## config.mk

```make
export PLATFORM = sky130hd
export DESIGN_NAME = bfm_modem
export DESIGN_NICKNAME = d
export VERILOG_FILES = /design/src/bfm_pkg.sv /design/src/bfm_modem.sv
export VERILOG_INCLUDE_DIRS = /design/src /design/src/src
export SDC_FILE = /design/constraint.sdc
export NUM_CORES = 1
export LEC_CHECK = 0
export ABC_CLOCK_PERIOD_IN_PS = 3600
export BUFFER_PORTS_ARGS = -buffer_cell sky130_fd_sc_hd__buf_2
export CAP_MARGIN = 40
export CORE_MARGIN = 2
export CORE_UTILIZATION = 36
export CTS_BUF_LIST = sky130_fd_sc_hd__clkbuf_8
export DETAILED_ROUTE_END_ITERATION = 8
export GPL_TIMING_DRIVEN = 0
export REMOVE_ABC_BUFFERS = 1
export SYNTH_ARGS = -nofsm -noshare
export SYNTH_HDL_FRONTEND = slang
export SYNTH_SLANG_ARGS = --single-unit
```

## constraint.sdc

```tcl
create_clock -name i_clk_sys -period 3.6 [get_ports i_clk_sys]
set_clock_uncertainty 0.05 [all_clocks]
set_input_delay 0.18 -clock i_clk_sys [delete_from_list [all_inputs] [get_ports i_clk_sys]]
set_output_delay 0.18 -clock i_clk_sys [all_outputs]
set_load 0.005 [all_outputs]
```

## src/bfm_map.svh

```systemverilog
// Purpose: constants for the baseband fsk modem core
// Assumes: 200 MHz system clock
// Notes:   times are kept in their own unit, stretch and carrier cycle counts derive from them
`ifndef BFM_MAP_SVH
`define BFM_MAP_SVH
`define BFM_CLK_MHZ      200
`define BFM_PHASES       16
`define BFM_PH_W         4
`define BFM_SCR_LEN      17
`define BFM_SCR_TAP_A    12
`define BFM_SCR_TAP_B    17
`define BFM_EDGE_WIN     4'h2
`define BFM_SAMPLE_PH    4'h8
`define BFM_DAC_W        8
`define BFM_DAC_MAX      8'hff
`define BFM_DAC_MIN      8'h00
`define BFM_STRETCH_US   5000
`define BFM_DCD_HOLD_US  1000
`define BFM_WDOG_MS      30000
`define BFM_STRETCH_CYC  (`BFM_STRETCH_US * `BFM_CLK_MHZ)
`define BFM_DCD_CYC      (`BFM_DCD_HOLD_US * `BFM_CLK_MHZ)
`define BFM_WDOG_CYC     (64'd30000 * 64'd1000 * 64'd200)
`endif

```

## src/bfm_pkg.sv

```systemverilog
// Purpose: types shared by the modem core
// Assumes: nothing
// Notes:   watchdog states are one-hot
package bfm_pkg;
    typedef enum logic [2:0] {
        BFM_WD_IDLE    = 3'h1,
        BFM_WD_KEYED   = 3'h2,
        BFM_WD_EXPIRED = 3'h4
    } bfm_wdog_t;

    typedef struct packed {
        logic prev;
        logic cur;
    } bfm_bits_t;

    typedef struct packed {
        logic clk;
        logic data;
        logic ber;
        logic qual_n;
        logic dcd;
    } bfm_rxo_t;
endpackage

```

## src/bfm_modem.sv

```systemverilog
// Purpose: digital core of a 9600 bps baseband fsk packet modem
// Assumes: all i_ inputs except i_rstn are asynchronous to i_clk_sys
// Notes:   the 16x clock and the transmit clock are sampled, not used as clocks
`timescale 1ns/10ps
`include "bfm_map.svh"

// Summary of operation
// - receive slicer level passes two flip-flops
// - edge machine runs on 16x bit clock
// - recovered bit clock drives descrambler and output
// - active-low quality pulse on misplaced edges
// - recovered clock samples data and descrambler
// - self-synchronizing 17-stage descrambler
// - descrambled data out plus monitor copy
// - misplaced edges remembered for milliseconds
// - carrier one-shot retriggers only when quiet
// - carrier drops when data edges stop
// - transmit data registered then shifted in
// - 17-stage scrambler reduces low-frequency content
// - sent bit is final feedback xor
// - sixteen phase samples per transmitted bit
// - ones pair holds maximum code
// - zeros pair holds minimum code
// - one-to-zero follows falling raised cosine
// - zero-to-one follows rising raised cosine
// - keying passes through watchdog one-shot
module bfm_modem
    import bfm_pkg::*;
#(
    parameter int unsigned         P_STRETCH_CYC = `BFM_STRETCH_CYC,
    parameter int unsigned         P_DCD_CYC     = `BFM_DCD_CYC,
    parameter logic [35:0]         P_WDOG_CYC    = 36'(`BFM_WDOG_CYC)
) (
    input  wire logic                  i_clk_sys,
    input  wire logic                  i_rstn,
    input  wire logic                  i_clk16,
    input  wire logic                  i_rx_slice,
    input  wire logic                  i_tx_clk,
    input  wire logic                  i_tx_data,
    input  wire logic                  i_ptt_req,
    output logic                       o_rx_clk,
    output logic                       o_rx_data,
    output logic                       o_ber_mon,
    output logic                       o_quality_n,
    output logic                       o_dcd,
    output logic                       o_tx_ready,
    output logic [`BFM_DAC_W-1:0]      o_dac,
    output logic                       o_ptt
);
    localparam int unsigned L = `BFM_SCR_LEN;

    // rising raised-cosine step table; the falling edge reads it mirrored
    function automatic logic [`BFM_DAC_W-1:0] rc_rise(input logic [`BFM_PH_W-1:0] ph);
        case (ph)
            4'h0:    rc_rise = 8'h01;
            4'h1:    rc_rise = 8'h05;
            4'h2:    rc_rise = 8'h0f;
            4'h3:    rc_rise = 8'h1d;
            4'h4:    rc_rise = 8'h2f;
            4'h5:    rc_rise = 8'h43;
            4'h6:    rc_rise = 8'h5a;
            4'h7:    rc_rise = 8'h73;
            4'h8:    rc_rise = 8'h8c;
            4'h9:    rc_rise = 8'ha5;
            4'ha:    rc_rise = 8'hbc;
            4'hb:    rc_rise = 8'hd0;
            4'hc:    rc_rise = 8'he2;
            4'hd:    rc_rise = 8'hf0;
            4'he:    rc_rise = 8'hfa;
            default: rc_rise = 8'hfe;
        endcase
    endfunction

    // feedback of the 1 + x^12 + x^17 polynomial, used by both ends
    function automatic logic poly_fb(input logic [L-1:0] sr);
        poly_fb = sr[`BFM_SCR_TAP_A-1] ^ sr[`BFM_SCR_TAP_B-1];
    endfunction

    // input synchronisers: only the second stage is ever read
    logic [1:0] sync_rx, sync_c16, sync_txc, sync_txd, sync_ptt;
    logic       c16_prev, txc_prev, rx_prev, rx_seen;

    // edge strobes on the sampled clocks and data; the first tick only
    // primes rx_prev, so its reset value cannot fake a data edge
    wire logic rx_s    = sync_rx[1];
    wire logic tick16  = sync_c16[1] & ~c16_prev;
    wire logic tx_rise = sync_txc[1] & ~txc_prev;
    wire logic rx_edge = tick16 & rx_seen & (rx_s ^ rx_prev);

    // two-flop synchronisers plus the previous-value flops for edges
    always_ff @(posedge i_clk_sys or negedge i_rstn) begin
        if (!i_rstn) begin
            sync_rx  <= 2'h0;
            sync_c16 <= 2'h0;
            sync_txc <= 2'h0;
            sync_txd <= 2'h0;
            sync_ptt <= 2'h0;
            c16_prev <= 1'b0;
            txc_prev <= 1'b0;
            rx_prev  <= 1'b0;
            rx_seen  <= 1'b0;
        end else begin
            sync_rx  <= {sync_rx[0], i_rx_slice};
            sync_c16 <= {sync_c16[0], i_clk16};
            sync_txc <= {sync_txc[0], i_tx_clk};
            sync_txd <= {sync_txd[0], i_tx_data};
            sync_ptt <= {sync_ptt[0], i_ptt_req};
            c16_prev <= sync_c16[1];
            txc_prev <= sync_txc[1];
            if (tick16) begin
                rx_prev <= sync_rx[1];
                rx_seen <= 1'b1;
            end
        end
    end

    // edge machine: edges pull the phase toward zero by one step per edge
    logic [`BFM_PH_W-1:0] phase;
    wire logic in_win     = (phase <= `BFM_EDGE_WIN) || (phase >= 4'(16 - 2));
    wire logic edge_bad   = rx_edge & ~in_win;
    wire logic edge_early = rx_edge & (phase >= `BFM_SAMPLE_PH);
    wire logic edge_late  = rx_edge & (phase != 4'h0) & (phase < `BFM_SAMPLE_PH);
    wire logic [`BFM_PH_W-1:0] next_phase = edge_early ? phase + 4'h2 :
                                            edge_late  ? phase : phase + 4'h1;
    wire logic strobe     = tick16 & (next_phase == `BFM_SAMPLE_PH) & (phase != `BFM_SAMPLE_PH);
    always_ff @(posedge i_clk_sys or negedge i_rstn) begin
        if (!i_rstn) begin
            phase <= 4'h0;
        end else if (tick16) begin
            phase <= next_phase;
        end
    end

    // descrambler shifts the raw sampled bit once per recovered clock
    logic [L-1:0] dsr;
    logic         rx_bit;
    wire logic    desc_bit = rx_s ^ poly_fb(dsr);
    always_ff @(posedge i_clk_sys or negedge i_rstn) begin
        if (!i_rstn) begin
            dsr    <= '0;
            rx_bit <= 1'b0;
        end else if (strobe) begin
            rx_bit <= rx_s;
            dsr    <= {dsr[L-2:0], rx_s};
        end
    end

    // quality stretcher and carrier one-shot; both restart from full
    logic [31:0] stretch, dcd_cnt;
    logic        rx_bit_d;
    wire logic   bit_edge   = rx_bit ^ rx_bit_d;
    wire logic   quiet      = (stretch == 32'h0);
    wire logic   dcd_retrig = bit_edge & quiet;
    always_ff @(posedge i_clk_sys or negedge i_rstn) begin
        if (!i_rstn) begin
            stretch  <= 32'h0;
            dcd_cnt  <= 32'h0;
            rx_bit_d <= 1'b0;
        end else begin
            rx_bit_d <= rx_bit;
            if (edge_bad) begin
                stretch <= P_STRETCH_CYC;
            end else if (!quiet) begin
                stretch <= stretch - 32'h1;
            end
            if (dcd_retrig) begin
                dcd_cnt <= P_DCD_CYC;
            end else if (dcd_cnt != 32'h0) begin
                dcd_cnt <= dcd_cnt - 32'h1;
            end
        end
    end

    // receive outputs, all from one registered bundle
    bfm_rxo_t rxo;
    always_ff @(posedge i_clk_sys or negedge i_rstn) begin
        if (!i_rstn) begin
            rxo <= '{clk: 1'b0, data: 1'b0, ber: 1'b0, qual_n: 1'b1, dcd: 1'b0};
        end else begin
            // between ticks next_phase looks one step ahead, so only a tick may move it
            if (tick16) begin
                rxo.clk <= (next_phase >= `BFM_SAMPLE_PH);
            end
            rxo.qual_n <= ~edge_bad;
            rxo.dcd    <= dcd_retrig | (dcd_cnt > 32'h1);
            if (strobe) begin
                rxo.data <= desc_bit;
                rxo.ber  <= desc_bit;
            end
        end
    end
    assign o_rx_clk    = rxo.clk;
    assign o_rx_data   = rxo.data;
    assign o_ber_mon   = rxo.ber;
    assign o_quality_n = rxo.qual_n;
    assign o_dcd       = rxo.dcd;

    // transmit capture: the bit waits at least one cycle before entering the scrambler
    logic [L-1:0] tsr;
    logic         tx_bit, tx_pend, tx_ready;
    wire logic    buf_in_ready;
    wire logic    scr_bit  = tx_bit ^ poly_fb(tsr);
    wire logic    buf_push = tx_pend & buf_in_ready;
    always_ff @(posedge i_clk_sys or negedge i_rstn) begin
        if (!i_rstn) begin
            tx_bit  <= 1'b0;
            tx_pend <= 1'b0;
            tx_ready <= 1'b1;
            tsr     <= '0;
        end else begin
            if (tx_rise & ~tx_pend) begin
                tx_bit  <= sync_txd[1];
                tx_pend <= 1'b1;
                tx_ready <= 1'b0;                  // own flop keeps the pin glitch-free
            end else if (buf_push) begin
                tx_pend <= 1'b0;
                tx_ready <= 1'b1;
            end
            if (buf_push) begin
                tsr <= {tsr[L-2:0], scr_bit};
            end
        end
    end

    // two-entry bit buffer between scrambler and waveform generator;
    // a full buffer stalls the scrambler rather than losing a bit
    logic [1:0] buf_mem;
    logic       wr_ix, rd_ix;
    logic [1:0] buf_cnt;
    logic [`BFM_PH_W-1:0] tx_phase;
    assign buf_in_ready   = (buf_cnt != 2'h2);
    wire logic buf_valid  = (buf_cnt != 2'h0);
    wire logic bit_end    = tick16 & (tx_phase == 4'(`BFM_PHASES - 1));
    wire logic buf_pop    = bit_end & buf_valid;
    always_ff @(posedge i_clk_sys or negedge i_rstn) begin
        if (!i_rstn) begin
            buf_mem <= 2'h0;
            wr_ix   <= 1'b0;
            rd_ix   <= 1'b0;
            buf_cnt <= 2'h0;
        end else begin
            if (buf_push) begin
                buf_mem[wr_ix] <= scr_bit;
                wr_ix          <= ~wr_ix;
            end
            if (buf_pop) begin
                rd_ix <= ~rd_ix;
            end
            buf_cnt <= buf_cnt + {1'b0, buf_push} - {1'b0, buf_pop};
        end
    end

    // waveform generator: sixteen samples per bit, paced by the 16x clock;
    // an empty buffer repeats the last bit so the level does not jump
    bfm_bits_t            wbits;
    logic [`BFM_DAC_W-1:0] dac;
    wire logic [`BFM_DAC_W-1:0] next_dac =
        (wbits == 2'b11) ? `BFM_DAC_MAX :
        (wbits == 2'b00) ? `BFM_DAC_MIN :
        (wbits == 2'b10) ? rc_rise(4'hf - tx_phase) :
                           rc_rise(tx_phase);
    always_ff @(posedge i_clk_sys or negedge i_rstn) begin
        if (!i_rstn) begin
            tx_phase <= 4'h0;
            wbits    <= '{prev: 1'b0, cur: 1'b0};
            dac      <= `BFM_DAC_MIN;
        end else begin
            if (tick16) begin
                tx_phase <= tx_phase + 4'h1;
            end
            if (bit_end) begin
                wbits.prev <= wbits.cur;
                wbits.cur  <= buf_valid ? buf_mem[rd_ix] : wbits.cur;
            end
            dac <= next_dac;
        end
    end
    assign o_dac      = dac;
    assign o_tx_ready = tx_ready;

    // keying watchdog; a stuck request cannot keep the transmitter on
    bfm_wdog_t   wd, next_wd;
    logic [35:0] wd_cnt;
    logic        ptt;
    wire logic   req      = sync_ptt[1];
    wire logic   wd_done  = (wd_cnt == 36'h1);
    always_comb begin
        next_wd = wd;
        case (wd)
            BFM_WD_IDLE:    if (req) next_wd = BFM_WD_KEYED;
            BFM_WD_KEYED:   if (!req) next_wd = BFM_WD_IDLE;
                            else if (wd_done) next_wd = BFM_WD_EXPIRED;
            BFM_WD_EXPIRED: if (!req) next_wd = BFM_WD_IDLE;
            default:        next_wd = BFM_WD_IDLE;
        endcase
    end
    always_ff @(posedge i_clk_sys or negedge i_rstn) begin
        if (!i_rstn) begin
            wd     <= BFM_WD_IDLE;
            wd_cnt <= 36'h0;
            ptt    <= 1'b0;
        end else begin
            wd     <= next_wd;
            wd_cnt <= (next_wd == BFM_WD_KEYED && wd != BFM_WD_KEYED) ? P_WDOG_CYC :
                      (wd_cnt != 36'h0) ? wd_cnt - 36'h1 : 36'h0;
            ptt    <= (next_wd == BFM_WD_KEYED);
        end
    end
    assign o_ptt = ptt;
endmodule

```

Yosys cells after proc, flatten, opt, wreduce, memory -nomap -nowiden
Memories as Yosys holds them, arrays and structs flattened.
Cells that the tools add are included.

word-level totals
  memories kept = 2
  register bits = 185
  ROM bits = 256
  input bits = 7
  output and inout port bits = 15

memories
  memory            depth  bits a word  rd ports  clocked after Yosys merged registers in  wr ports  RTL line         source
  (name not given)  16     8            1         0                                        0         bfm_modem.sv:54  case (ph)
  (name not given)  16     8            1         0                                        0         bfm_modem.sv:54

operators by class
  add/subtract/negate cells = 9
  reductions and logical operators = 12
  equal/unequal tests = 13
  magnitude comparators = 9
  multiplexer cells = 25
  bitwise gates (word level) = 29

operator list
  cell                                                             count
  two-way mux 32 bit                                               4
  two-way mux 36 bit                                               2
  subtractor 32 x 1 -> 32 bit (second input constant)              2
  equality test 36 x 1 -> 1 bit (second input constant)            1
  nonzero test 36 bit                                              1
  subtractor 36 x 1 -> 36 bit (second input constant)              1
  greater-than comparator 32 x 1 -> 1 bit (second input constant)  1
  logical NOT 32 bit                                               1
  nonzero test 32 bit                                              1
  two-way mux 8 bit                                                3
  AND 1 bit                                                        15
  greater-or-equal comparator 4 bit (second input constant)        3
  two-way mux 3 bit                                                4
  one-hot mux 3 bit (3 select lines)                               1
  adder 4 x 1 -> 4 bit (second input constant)                     2
  equality test 4 bit (second input constant)                      2
  two-way mux 4 bit                                                2
  two-way mux 1 bit                                                7
  NOT 1 bit                                                        7
  equality test 3 x 2 -> 1 bit (second input constant)             2
  nonzero test 2 bit                                               3
  XOR 1 bit                                                        6
  adder 4 x 2 -> 4 bit (second input constant)                     1
  equality test 2 bit (second input constant)                      2
  20 further kinds                                                 23

Longest topological paths before layout
  depth after elaboration = 11
  depth in mapped cells = 11

Worst setup path after synthesis
Ideal clock, no wire load.

  path type = flip-flop to flip-flop
  start point = register phase[0]
  end point = register dsr[10]
  arrival time = 2.666 ns
  path buffers = 1
  slack = 0.759 ns
  cell stages (with the launch flop) = 9
  period minus slack after synthesis = 2.841 ns
  required time = 3.425 ns
  path through = dfrtp_1 inv_1 ha_1 or3b_2 a311oi_1 a41oi_1 a211oi_2 buf_2 mux2_2

between the ends
  cells in the longest elaborated chain, start to end = 8
  elaborated cells on any way between the ends = 14
  those cells by class = 2 x add/sub; 2 x order compare; 2 x eq/ne; 2 x mux; 5 x bitwise; 1 x reduce/logical

ends and longest elaborated chain
  item                                                                RTL line          source
  from (decl)                                                         bfm_modem.sv:118  logic [`BFM_PH_W-1:0] phase;
  from (signal assigned)                                              bfm_modem.sv:130  phase <= next_phase;
  branches (longest 7 deep; another with less-than comparator 4 bit)  -
  AND 1 bit *                                                         bfm_modem.sv:125  wire logic strobe = tick16 & (next_phase == `BFM_SAMPLE_PH) & (phase != `BFM_SAMPLE_PH);
  to (signal assigned)                                                bfm_modem.sv:144  dsr <= {dsr[L-2:0], rx_s};
  to (decl)                                                           bfm_modem.sv:135  logic [L-1:0] dsr;

Every way passes the cells marked *.
A chain may end at the register's enable or synchronous reset.

Worst setup path in the final report
  start point = register phase[0]
  end point = register dsr[4]

The elaborated chain is that of the path after synthesis.

==> flow_metrics.env <==
export IMPL_end_kind="register"
export IMPL_cts_sinks=184
export IMPL_status="finished, final reports clean"
export IMPL_netlist_area_sq_um=9030
export IMPL_die_area_sq_um=26400
export IMPL_cts_tree="done"
export IMPL_async_flop_share_pct=100
export IMPL_track_usage_pct=13.8
export IMPL_ctsResizeCount=0
export IMPL_rows=57
export IMPL_vias=6379
export IMPL_stdcell_count=1238
export IMPL_cap_viol_max_count=0
export IMPL_clockPowerShare_pct=21.1
export IMPL_finalCriticalPeriod_ps=3140
export IMPL_leakagePower_uw=0.00423
export IMPL_insertedDiodeCount=0
export IMPL_port_buffers=21
export IMPL_worstMarginPinSlew_ps=844
export IMPL_worstReg2RegStart="phase[0]"
export IMPL_power_switching_share_pct=38.2
export IMPL_worstPathRequired_ps=3900
export IMPL_grt_max_degree=96
export IMPL_nNetsFinal=927
export IMPL_drtIter0Drc=446
export IMPL_start_util_pct=36.9
export IMPL_r2r_end="dsr[4]"
export IMPL_cts_setup_buffers=0
export IMPL_fin_crit_sh_pct=87.2
export IMPL_powerDensity_nw_per_um2=667
export IMPL_switching_power_uw=2530
export IMPL_synth_seq_cells=184
export IMPL_fin_util_pct=40.6
export IMPL_crit_path_start_kind="register"
export IMPL_pwr_share_seq_pct=47.1
export IMPL_synth_cells=889
export IMPL_comb_power_share_pct=31.8
export IMPL_areaGrowthSynthToFinish_pct=10.0
export IMPL_p_int_uw=4090
export IMPL_path_class="reg2reg"
export IMPL_die_x_um=162
export IMPL_seq_area_frac_synth_pct=51.0
export IMPL_synth_edf_count=0
export IMPL_overflow=0
export IMPL_root_buffer="clkbuf_8"
export IMPL_synth_ff_type="dfrtp_1"
export IMPL_antenna_found_initial=0
export IMPL_grt_pass1_vias=6270
export IMPL_yosys_warnings=0
export IMPL_rrSetupSlack_ps=460
export IMPL_htreeDepth=4
export IMPL_cts_buffer_depth=2
export IMPL_clock_latency_ps=470
export IMPL_cts_clk_slew_worst_paths_ps=100
export IMPL_core_area_sq_um=24500
export IMPL_placed_cells=1200
export IMPL_yosysTopAreaCell="dfrtp_1"
export IMPL_wirelength_um=16800
export IMPL_setup_violations=0
export IMPL_multiInputGateArea_sq_um=4140
export IMPL_yosysTopAreaCellShare_pct=50.1
export IMPL_drt_vias_per_instance=5.15
export IMPL_layout_drive_gt1_share_pct=12.1
export IMPL_ant_nets=0
export IMPL_hp_class="in2async"
export IMPL_gp_congestion=0.760
export IMPL_ys_types=64
export IMPL_io_pins=22
export IMPL_grt_first_pass_wirelength_um=30300
export IMPL_yosys_top_cells_area="dfrtp_1, xnor2_1, nand2_1"
export IMPL_wl_per_cell_um=13.5
export IMPL_hpwl_um=10700
export IMPL_n_fill_cell=2377
export IMPL_synth_commonest_cells="dfrtp_1, nand2_1, nor2_1, xnor2_1, o21ai_0"
export IMPL_drcViolationCount=0
export IMPL_slew_viol_final=0
export IMPL_irDropWorstVdd_v=0.000335
export IMPL_grt_setup_unrepaired="no"
export IMPL_synth_area_per_cell_sq_um=10.2
export IMPL_drt_pass1_iterations=4
export IMPL_worstPathArrival_ps=3440
export IMPL_hold_viol=0
export IMPL_reg2reg_depth=8
export IMPL_synth_most_common_cell="dfrtp_1"
export IMPL_cts_buffers=17
export IMPL_fmax_mhz=319
export IMPL_ctsHoldBuffers=6
export IMPL_regArea_sq_um=4610
export IMPL_fp_dieH_um=162
export IMPL_crit_path_max_fanout=10
export IMPL_slew_headroom_pct=43.4
## cell usage in the layout, fill, tap and decap left out, types with 7 or more instances in the layout
cell type  count
mux2_2        28
clkbuf_8      17
o211ai_1       7
nor4_1        30
a21oi_1       25
inv_1         26
nor3_1        31
xnor2_1       65
a2111oi_0      7
nor2_1        83
nand2b_1       9
o31ai_1        8
nand2_1       96
nand4_1       12
o21ai_0       37
buf_2         21
or4_1         16
ha_1          19
or2_2          8
dfrtp_1      181
a31oi_1        8
nand3_1       14
or3_1         24
xor2_1        20
## critical path, stage by stage, from the launching register on
cell and delay [ps]:
dfrtp_1 460, inv_1 190, ha_1 200, or3b_2 480, a311oi_1 290, a41oi_1 100, a211oi_2 670, buf_6 240
mux2_2 340
## logic make-up after synthesis
group           share of synthesized area [%]
buf+inv                                  3.23
mux                                      4.16
simple gates                             21.2
xor+xnor                                 8.24
fa+ha+maj                                2.63
compound gates                           9.57
flops                                    51.0
## sequential cells by signal, summed over array words and instances (netlist names), 3 cells and up
register	count
dsr	17
wd	3
phase	4
wd_cnt	36
stretch	32
dcd_cnt	32
tx_phase	4
o_dac	8
tsr	17
## power groups by stage
stage	registers (uW)	logic, uW	clock network [uW]
final	3120	2110	1400
after global routing	3210	2440	1550
after CTS	3120	2140	1450
after detailed placement	3150	2120	0
after global placement	3140	2030	0
after floorplan	3030	1630	0
## metal layers
layer / up-vias / part of all wire [%] / global-route usage (%)
li1: 3183 / - / -
met3: 13 / 1.6 / 2.22
met1: 3129 / 51 / 19.3
met2: 54 / 47 / 21.7
met5: - / 0 / 0
met4: 0 / 1.4 / 4.95
## cell type report
cell class	count	share of cell area (%)
Sequential cell	184	46.4
Multi-Input combinational cell	637	41.7
Tap cell	324	4.08
Timing Repair Buffer	35	2.93
Clock buffer	17	2.35
Clock inverter	15	1.59
Inverter	26	0.982
## stage by stage
stage | setup TNS (ps) | hold WS, ps | area, sq um | power [uW] | setup WS, ps
floorplan | 0 | -166 | 8840 | 4650 | 384
finish | 0 | 271 | 9940 | 6620 | 462
detailed placement | 0 | 208 | 9490 | 5270 | 481
global route | 0 | 254 | 9940 | 7200 | 254
CTS | 0 | 255 | 9940 | 6710 | 466
global placement | -171090 | 238 | 9350 | 5170 | -928
## how the worst max path moves through the flow
stage / start / end / slack [ps] / cells after the start
after floorplan: stretch[25] / dcd_cnt[17] / 380 / 5
after global placement: buf_cnt[1] / buf_cnt[1] / -930 / 6
after detailed placement: wd_cnt[17] / wd_cnt[18] / 480 / 5
after CTS: wd_cnt[16] / wd_cnt[18] / 470 / 5
after global routing: stretch[14] / dcd_cnt[1] / 250 / 6
final: phase[0] / dsr[4] / 460 / 8
(Power assumes the default switching activity.)
